File: config.mk
export PLATFORM = sky130hd
export DESIGN_NAME = dec_debug_entry_control
export DESIGN_NICKNAME = d
export VERILOG_FILES = /design/src/rtl/dec_pkg.sv /design/src/rtl/dec_debug_entry_control.sv /design/src/rtl/dec_sync2.sv
export SDC_FILE = /design/constraint.sdc
export NUM_CORES = 1
export LEC_CHECK = 0
export ABC_CLOCK_PERIOD_IN_PS = 3200
export BUFFER_PORTS_ARGS = -buffer_cell sky130_fd_sc_hd__buf_2
export CAP_MARGIN = 10
export CORE_ASPECT_RATIO = 1.75
export CORE_MARGIN = 10
export CORE_UTILIZATION = 53
export CTS_CLUSTER_DIAMETER = 100
export DETAILED_ROUTE_END_ITERATION = 8
export GPL_TIMING_DRIVEN = 0
export PLACE_DENSITY = 0.86
export SLEW_MARGIN = 5
export SYNTH_ARGS = -nofsm -noshare
export SYNTH_HDL_FRONTEND = slang
export SYNTH_HIERARCHICAL = 1
export SYNTH_SLANG_ARGS = --single-unit
File: constraint.sdc
create_clock -name sys_clk -period 3.2 [get_ports sys_clk]
set_clock_uncertainty 0.05 [all_clocks]
set_input_delay 0.16 -clock sys_clk [delete_from_list [all_inputs] [get_ports sys_clk]]
set_output_delay 0.16 -clock sys_clk [all_outputs]
set_load 0.05 [all_outputs]
File: src/rtl/dec_pkg.sv
// Purpose: shared types and constants of the debug entry control block
// Assumes: one core clock, synchronous active-high reset
// Notes: state machine codes are one-hot
package dec_pkg;

   localparam int DEC_INSTR_W = 32;

   // entry cause codes shown on the cause output
   localparam logic [1:0] DEC_CAUSE_NONE = 2'h0;
   localparam logic [1:0] DEC_CAUSE_BKPT = 2'h1;
   localparam logic [1:0] DEC_CAUSE_WATCH = 2'h2;
   localparam logic [1:0] DEC_CAUSE_REQ = 2'h3;

   // instructions the watchpointed access lets through before entry
   localparam logic [1:0] DEC_WATCH_RETIRE_CNT = 2'h1;

   // synchroniser reset level
   localparam logic DEC_SYNC_RST = 1'b0;

   typedef enum logic [3:0]
   {
      dec_st_run = 4'h1,
      dec_st_drain = 4'h2,
      dec_st_debug = 4'h4,
      dec_st_exit = 4'h8
   } dec_state_t;

   // pipeline status from the core control logic, same clock
   typedef struct packed
   {
      logic fetch_latch;
      logic prefetch_abort;
      logic decode_advance;
      logic exec_retire;
      logic older_busy;
      logic irq_pending;
   } dec_pipe_in_t;

   // memory interface cycle type overrides
   typedef struct packed
   {
      logic instr_internal;
      logic data_internal;
   } dec_mem_ctl_t;

   typedef struct packed
   {
      logic stage1;
      logic stage2;
   } dec_sync_t;

   typedef struct packed
   {
      dec_state_t state;
      logic bkpt_dec;
      logic watch_pend;
      logic [1:0] watch_cnt;
      logic req_pend;
      logic ack;
      logic suppress;
      logic hold;
      logic mem_internal;
      logic irq_block;
      logic abort_block;
      logic discard;
      logic [1:0] cause;
      logic inject_valid;
      logic [DEC_INSTR_W-1:0] inject_instr;
   } dec_ctl_t;

endpackage

File: src/rtl/dec_debug_entry_control.sv
// Purpose: debug entry control of the core: stop, acknowledge, isolate, inject, resume
// Assumes: pipeline status and comparator outputs share sys_clk; debug request is asynchronous
// Notes: one clock edge stands for the phase-2 latch point of the core's two-phase clock
// Notes on behaviour
// RULE_01: the core stops into debug state on a fetch breakpoint, a data watchpoint or a debug request.
// RULE_02: three inputs ask for entry and one acknowledge output tells the system the core is in debug.
// RULE_03: the breakpoint indication is sampled in the cycle right after an instruction is latched; the code samples it in the latch cycle, with fetch_latch.
// RULE_04: the outside breakpoint input is ORed with the internal one and the result drives control.
// RULE_05: a breakpointed instruction still reaches execute but all its state updates are suppressed.
// RULE_06: writes of older instructions finish normally before debug state is entered.
// RULE_07: the entry sequence decodes in the same cycle that the breakpointed instruction executes.
// RULE_08: a breakpoint latched with an instruction starts the entry sequence.
// RULE_09: in debug state the core detaches from memory so the rest of the system runs on.
// RULE_10: in debug state instructions from the serial test port are fed into the pipeline.
// RULE_11: after examination the core may be restored and resume normal execution.
// RULE_12: a prefetch abort on a breakpointed instruction wins and the breakpoint is dropped.
// RULE_13: an interrupt meeting a breakpointed instruction is taken and the instruction is discarded.
// RULE_14: a synchronised debug request beats pending interrupts and enters once older stages drain.
// RULE_15: in debug state both memory interfaces show internal cycles and aborts and interrupts are ignored.
// RULE_16: acknowledge rises on entry, holds through debug state and drops only on resume.
`timescale 1ns/1ps
module dec_debug_entry_control
#(
   parameter int INSTR_W = dec_pkg::DEC_INSTR_W
)
(
   input wire logic sys_clk,
   input wire logic sys_rst,
   input wire logic ext_breakpoint_in,
   input wire logic int_breakpoint_in,
   input wire logic ext_watchpoint_in,
   input wire logic ext_debug_request,
   input wire dec_pkg::dec_pipe_in_t pipe_in,
   input wire logic scan_instr_valid,
   input wire logic [INSTR_W-1:0] scan_instr,
   input wire logic debug_restart,
   output logic debug_acknowledge,
   output logic exec_suppress,
   output logic issue_hold,
   output logic decode_discard,
   output logic irq_block,
   output logic abort_block,
   output dec_pkg::dec_mem_ctl_t mem_ctl,
   output logic [1:0] entry_cause,
   output logic inject_valid,
   output logic [INSTR_W-1:0] inject_instr
);
   import dec_pkg::*;

   dec_ctl_t ctl_reg;
   dec_ctl_t ctl_next;
   logic req_sync;
   logic bkpt_any;

   // the request pin is asynchronous to the core clock
   dec_sync2 u_req_sync
   (
      .sys_clk(sys_clk),
      .sys_rst(sys_rst),
      .async_in(ext_debug_request),
      .sync_out(req_sync)
   );

   function automatic dec_ctl_t enter_debug(input dec_ctl_t c);
      dec_ctl_t r;
      r = c;
      r.state = dec_st_debug;
      r.ack = 1'b1; // see RULE_16
      r.mem_internal = 1'b1; // see RULE_09
      r.irq_block = 1'b1; // see RULE_15
      r.abort_block = 1'b1; // see RULE_15
      r.suppress = 1'b0;
      r.hold = 1'b1;
      r.req_pend = 1'b0;
      r.watch_pend = 1'b0;
      r.bkpt_dec = 1'b0;
      return r;
   endfunction

   always_comb
   begin
      bkpt_any = ext_breakpoint_in | int_breakpoint_in; // see RULE_04
      ctl_next = ctl_reg;
      ctl_next.discard = 1'b0;
      ctl_next.inject_valid = 1'b0;

      case (ctl_reg.state)
         dec_st_run:
         begin
            // breakpoint travels with the instruction held in decode
            if (pipe_in.fetch_latch)
            begin
               ctl_next.bkpt_dec = bkpt_any & ~pipe_in.prefetch_abort; // see RULE_03, see RULE_12
            end
            else if (pipe_in.decode_advance)
            begin
               ctl_next.bkpt_dec = 1'b0;
            end

            if (ext_watchpoint_in)
            begin
               ctl_next.watch_pend = 1'b1; // see RULE_01
               ctl_next.watch_cnt = 2'h0;
            end
            else if (ctl_reg.watch_pend && pipe_in.exec_retire)
            begin
               ctl_next.watch_cnt = ctl_reg.watch_cnt + 2'h1;
            end

            if (req_sync)
            begin
               ctl_next.req_pend = 1'b1; // see RULE_14
            end
            ctl_next.irq_block = req_sync | ctl_reg.req_pend; // see RULE_14

            if (ctl_reg.req_pend)
            begin
               // no further issue while the executing instruction finishes
               ctl_next.hold = 1'b1; // see RULE_14
               ctl_next.irq_block = 1'b1;
               ctl_next.cause = DEC_CAUSE_REQ;
               ctl_next.state = dec_st_drain;
            end
            else if (ctl_reg.bkpt_dec && pipe_in.decode_advance && pipe_in.irq_pending)
            begin
               // interrupt wins; the instruction is refetched after service
               ctl_next.discard = 1'b1; // see RULE_13
               ctl_next.bkpt_dec = 1'b0;
            end
            else if (ctl_reg.bkpt_dec && pipe_in.decode_advance)
            begin
               // breakpointed instruction enters execute with updates blocked
               ctl_next.suppress = 1'b1; // see RULE_05
               ctl_next.hold = 1'b1; // see RULE_07, see RULE_08
               ctl_next.irq_block = 1'b1;
               ctl_next.cause = DEC_CAUSE_BKPT;
               ctl_next.state = dec_st_drain;
            end
            else if (ctl_reg.watch_pend && !ext_watchpoint_in &&
                     (ctl_reg.watch_cnt >= DEC_WATCH_RETIRE_CNT ||
                      (pipe_in.exec_retire && ctl_reg.watch_cnt + 2'h1 >= DEC_WATCH_RETIRE_CNT)))
            begin
               // imprecise entry: the next instruction is allowed to complete
               ctl_next.hold = 1'b1; // see RULE_01
               ctl_next.irq_block = 1'b1;
               ctl_next.cause = DEC_CAUSE_WATCH;
               ctl_next.state = dec_st_drain;
            end
         end

         dec_st_drain:
         begin
            // older memory and write stages finish before isolation
            ctl_next.req_pend = 1'b0;
            if (!pipe_in.older_busy)
            begin
               ctl_next = enter_debug(ctl_reg); // see RULE_06, see RULE_14
            end
         end

         dec_st_debug:
         begin
            ctl_next.ack = 1'b1; // see RULE_16
            // instructions come from the serial port, not the data bus
            if (scan_instr_valid)
            begin
               ctl_next.inject_valid = 1'b1; // see RULE_10
               ctl_next.inject_instr = scan_instr;
            end
            if (debug_restart)
            begin
               ctl_next.state = dec_st_exit; // see RULE_11
            end
         end

         dec_st_exit:
         begin
            // let the last injected instruction drain before memory is reconnected
            if (!pipe_in.older_busy)
            begin
               ctl_next.state = dec_st_run; // see RULE_11
               ctl_next.ack = 1'b0; // see RULE_16
               ctl_next.mem_internal = 1'b0;
               ctl_next.irq_block = 1'b0;
               ctl_next.abort_block = 1'b0;
               ctl_next.hold = 1'b0;
               ctl_next.cause = DEC_CAUSE_NONE;
               ctl_next.watch_cnt = 2'h0;
            end
         end

         default:
         begin
            ctl_next.state = dec_st_run;
         end
      endcase
   end

   always_ff @(posedge sys_clk)
   begin
      if (sys_rst)
      begin
         ctl_reg.state <= dec_st_run;
         ctl_reg.bkpt_dec <= 1'b0;
         ctl_reg.watch_pend <= 1'b0;
         ctl_reg.watch_cnt <= 2'h0;
         ctl_reg.req_pend <= 1'b0;
         ctl_reg.ack <= 1'b0;
         ctl_reg.suppress <= 1'b0;
         ctl_reg.hold <= 1'b0;
         ctl_reg.mem_internal <= 1'b0;
         ctl_reg.irq_block <= 1'b0;
         ctl_reg.abort_block <= 1'b0;
         ctl_reg.discard <= 1'b0;
         ctl_reg.cause <= DEC_CAUSE_NONE;
         ctl_reg.inject_valid <= 1'b0;
         ctl_reg.inject_instr <= '0;
      end
      else
      begin
         ctl_reg <= ctl_next;
      end
   end

   assign debug_acknowledge = ctl_reg.ack; // see RULE_02
   assign exec_suppress = ctl_reg.suppress;
   assign issue_hold = ctl_reg.hold;
   assign decode_discard = ctl_reg.discard;
   assign irq_block = ctl_reg.irq_block;
   assign abort_block = ctl_reg.abort_block;
   assign mem_ctl.instr_internal = ctl_reg.mem_internal; // see RULE_15
   assign mem_ctl.data_internal = ctl_reg.mem_internal; // see RULE_15
   assign entry_cause = ctl_reg.cause;
   assign inject_valid = ctl_reg.inject_valid;
   assign inject_instr = ctl_reg.inject_instr;

endmodule // dec_debug_entry_control

File: src/rtl/dec_sync2.sv
// Purpose: two-flop synchroniser for one asynchronous level
// Assumes: input may change at any time relative to sys_clk
// Notes: only the second flop is visible outside
`timescale 1ns/1ps
module dec_sync2
(
   input wire logic sys_clk,
   input wire logic sys_rst,
   input wire logic async_in,
   output logic sync_out
);
   import dec_pkg::*;

   dec_sync_t sync_reg;
   dec_sync_t sync_next;

   always_comb
   begin
      sync_next = sync_reg;
      sync_next.stage1 = async_in;
      // first stage feeds nothing but the second
      sync_next.stage2 = sync_reg.stage1;
   end

   always_ff @(posedge sys_clk)
   begin
      if (sys_rst)
      begin
         sync_reg.stage1 <= DEC_SYNC_RST;
         sync_reg.stage2 <= DEC_SYNC_RST;
      end
      else
      begin
         sync_reg <= sync_next;
      end
   end

   assign sync_out = sync_reg.stage2;

endmodule // dec_sync2

==> reports/results.ini <==
[outcome]
status = complete, no violations

[power]
leakage_nw = 1.40
switching_share_pct = 27.7
power_frac_clock_pct = 31.2
vdd_drop_max_v = 0.000412
power.total_w = 0.00127
internal_power_w = 0.000917
p_per_area_nw_per_um2 = 421
p_seq_share_pct = 53.7
combPwrFrac_pct = 15.1
switching_power_w = 0.000351

[timing]
setup_viol = 0
setup_slack_ns = 1.47
fmax_ghz = 0.576
fin_crit_ns = 1.73
tns_ns = 0
tightest_slew_ns = 0.585
rsz0062_at_grt = no
holdWs_ns = 0.0246
relSlewSlack_pct = 61.0
final_max_slew_viol_count = 0
fin_crit_sh_pct = 54.2
hold_viol = 0

[flow_run]
cap_viol_max_count = 0

[yosys]
synth_top_family_by_area = simple AND/OR/NAND/NOR gates
synthSimpleGateAreaFrac_pct = 22.0
seq_area_frac_synth_pct = 43.4
synth_xor_xnor_area_share_pct = 0.366
synth-compound-area-share_pct = 16.0
synthFlopType = dfxtp_1
ys_top_cells_by_area = dfxtp_1, buf_4, nand2_1
yosys-top-cells-count = nand2_1, dfxtp_1, a21oi_1, buf_4, o21ai_0
yosysMostFrequentCell = nand2_1
synth-seq-cells = 52
ys_warn_count = 6
synthArstFlopShare_pct = 0
yosysTopAreaCell = dfxtp_1
synth_edf_count = 0
synth_area_per_cell_sq_um = 8.12
synth_adder_area_share_pct = 1.04
muxShareOfSynthArea_pct = 1.67
synth_top_cell_area_share_pct = 43.4
synth_nets = 343
syn-cell-area_sq_um = 2400
yosys.cell_types.count = 43
syn_inst = 295

[clocking]
holdBufCountCts = 1
htree_num_levels = 2
insertion_delay_ns = 0.30
cts_inserted_buffers = 5
path_clk_slew_ns = 0.10
ctsResizeCount = 0
clockRootBuffer = clkbuf_8
tritoncts = built
cts_buffer_depth = 2
clock_sinks = 52
cts_setup_buffers = 0

[global_route]
grt_pass1_vias = 2176
grt_antenna_before_repair = 0
grt_max_degree = 17
grt_pass1_wl_um = 9710
overflow = 0
grt_usage_pct = 15.1

[floorplanning]
die-area_sq_um = 7720
die_h_um = 109
die_x_um = 70.8
initial_utilization_pct = 54.4
row_count = 32
ios = 89
core-area_sq_um = 4400

[finish]
stdcell_count = 443
fillers = 428
largest_reg_flops = 32
num_antenna_cells = 0
fin_nets = 439
area_growth_pct = 25.5
drive_gt1_share_pct = 36.2

[detailed_routing]
drt_first_pass_iters = 4
vias = 2220
postRouteAntennaNets = 0
drt_iter0_drc = 116
wl_per_cell_um = 13.8
vias_per_cell = 5.01
totalWireLength_um = 6090
drcViolationCount = 0

[critical_path]
worstPathArrival_ns = 1.92
cp_max_fo = 10
critPathCaptureType = register
critical_path.startpoint_type = register
crit_type = register to register
required_ns = 3.38

[placed_design]
io_buffers = 88
gp_congestion = 0.882
preCtsSetupSlack_ns = 1.48
dp_hpwl_um = 4890
dpl.cell_count = 434

[worst_hold_path]
min_path_type = input pin to register

==> cell type report <==
cell class	count	area, sq um	share of cell area [%]
flip-flops and latches	52	1040	34.6
well taps	51	63.8	2.12
multi-input cells	185	985	32.7
clock inverters	2	15.0	0.499
repair buffers	89	450	15.0
plain buffers	51	344	11.4
clock buffers	6	82.6	2.75
inverters	7	26.3	0.874
==> routing by layer <==
metal,track usage [%],part of all wire [%]
met1,13.7,34
met2,28.9,56
met3,4.82,6.5
met4,7.92,3.2
met5,0,0
==> power by group through the flow <==
stage	clock network [W]	logic (W)	registers [W]
2_1_floorplan	0	0.000105	0.000716
3_3_place_gp	0	0.000186	0.000695
3_5_place_dp	0	0.000190	0.000696
4_1_cts	0.000402	0.000192	0.000681
5_1_grt	0.000426	0.000209	0.000685
6_report	0.000395	0.000192	0.000681
==> logic make-up after synthesis <==
| group | count (synthesis) |
|---|---|
| compound gates | 67 |
| xor+xnor | 1 |
| fa+ha+maj | 2 |
| buf+inv | 58 |
| flops | 52 |
| mux | 4 |
| simple gates | 111 |
==> layout by cell type (no fill, tap or decap), drive strengths merged, types with 3 or more instances in the layout <==
| cell | instances |
|---|---|
| a21oi | 40 |
| buf | 130 |
| nor4b | 3 |
| nor2 | 9 |
| dfxtp | 52 |
| nor3b | 3 |
| clkbuf | 15 |
| nand2b | 3 |
| nor4 | 3 |
| inv | 7 |
| nand2 | 75 |
| o21ai | 11 |
| nor3 | 4 |
| mux2i | 4 |
==> through the flow <==
stage	instance area, sq um	utilization (%)
final	3010	68.3
after global routing	3010	68.3
after CTS	3010	68.3
after detailed placement	2900	65.9
after global placement	2900	65.9
after floorplan	2400	-
==> critical path: stages, from the launching register on <==
cell and delay [ns]:
dfxtp_1 0.49, nand2b_1 0.21, nor4b_4 0.46, buf_4 0.25, nand2_1 0.07, a21oi_1 0.12
==> path summary, 6_finish.rpt <==
path,start,to,slack [ns],depth (start not counted)
min,ext_debug_request,u_req_sync/sync_next[0],0.02,2
max,ctl_reg[49],inject_instr[30],1.47,5
max reg2reg,ctl_reg[49],inject_instr[30],1.47,5
min reg2reg,inject_instr[5],inject_instr[5],0.41,2
Power figures use the tool's default switching activity.
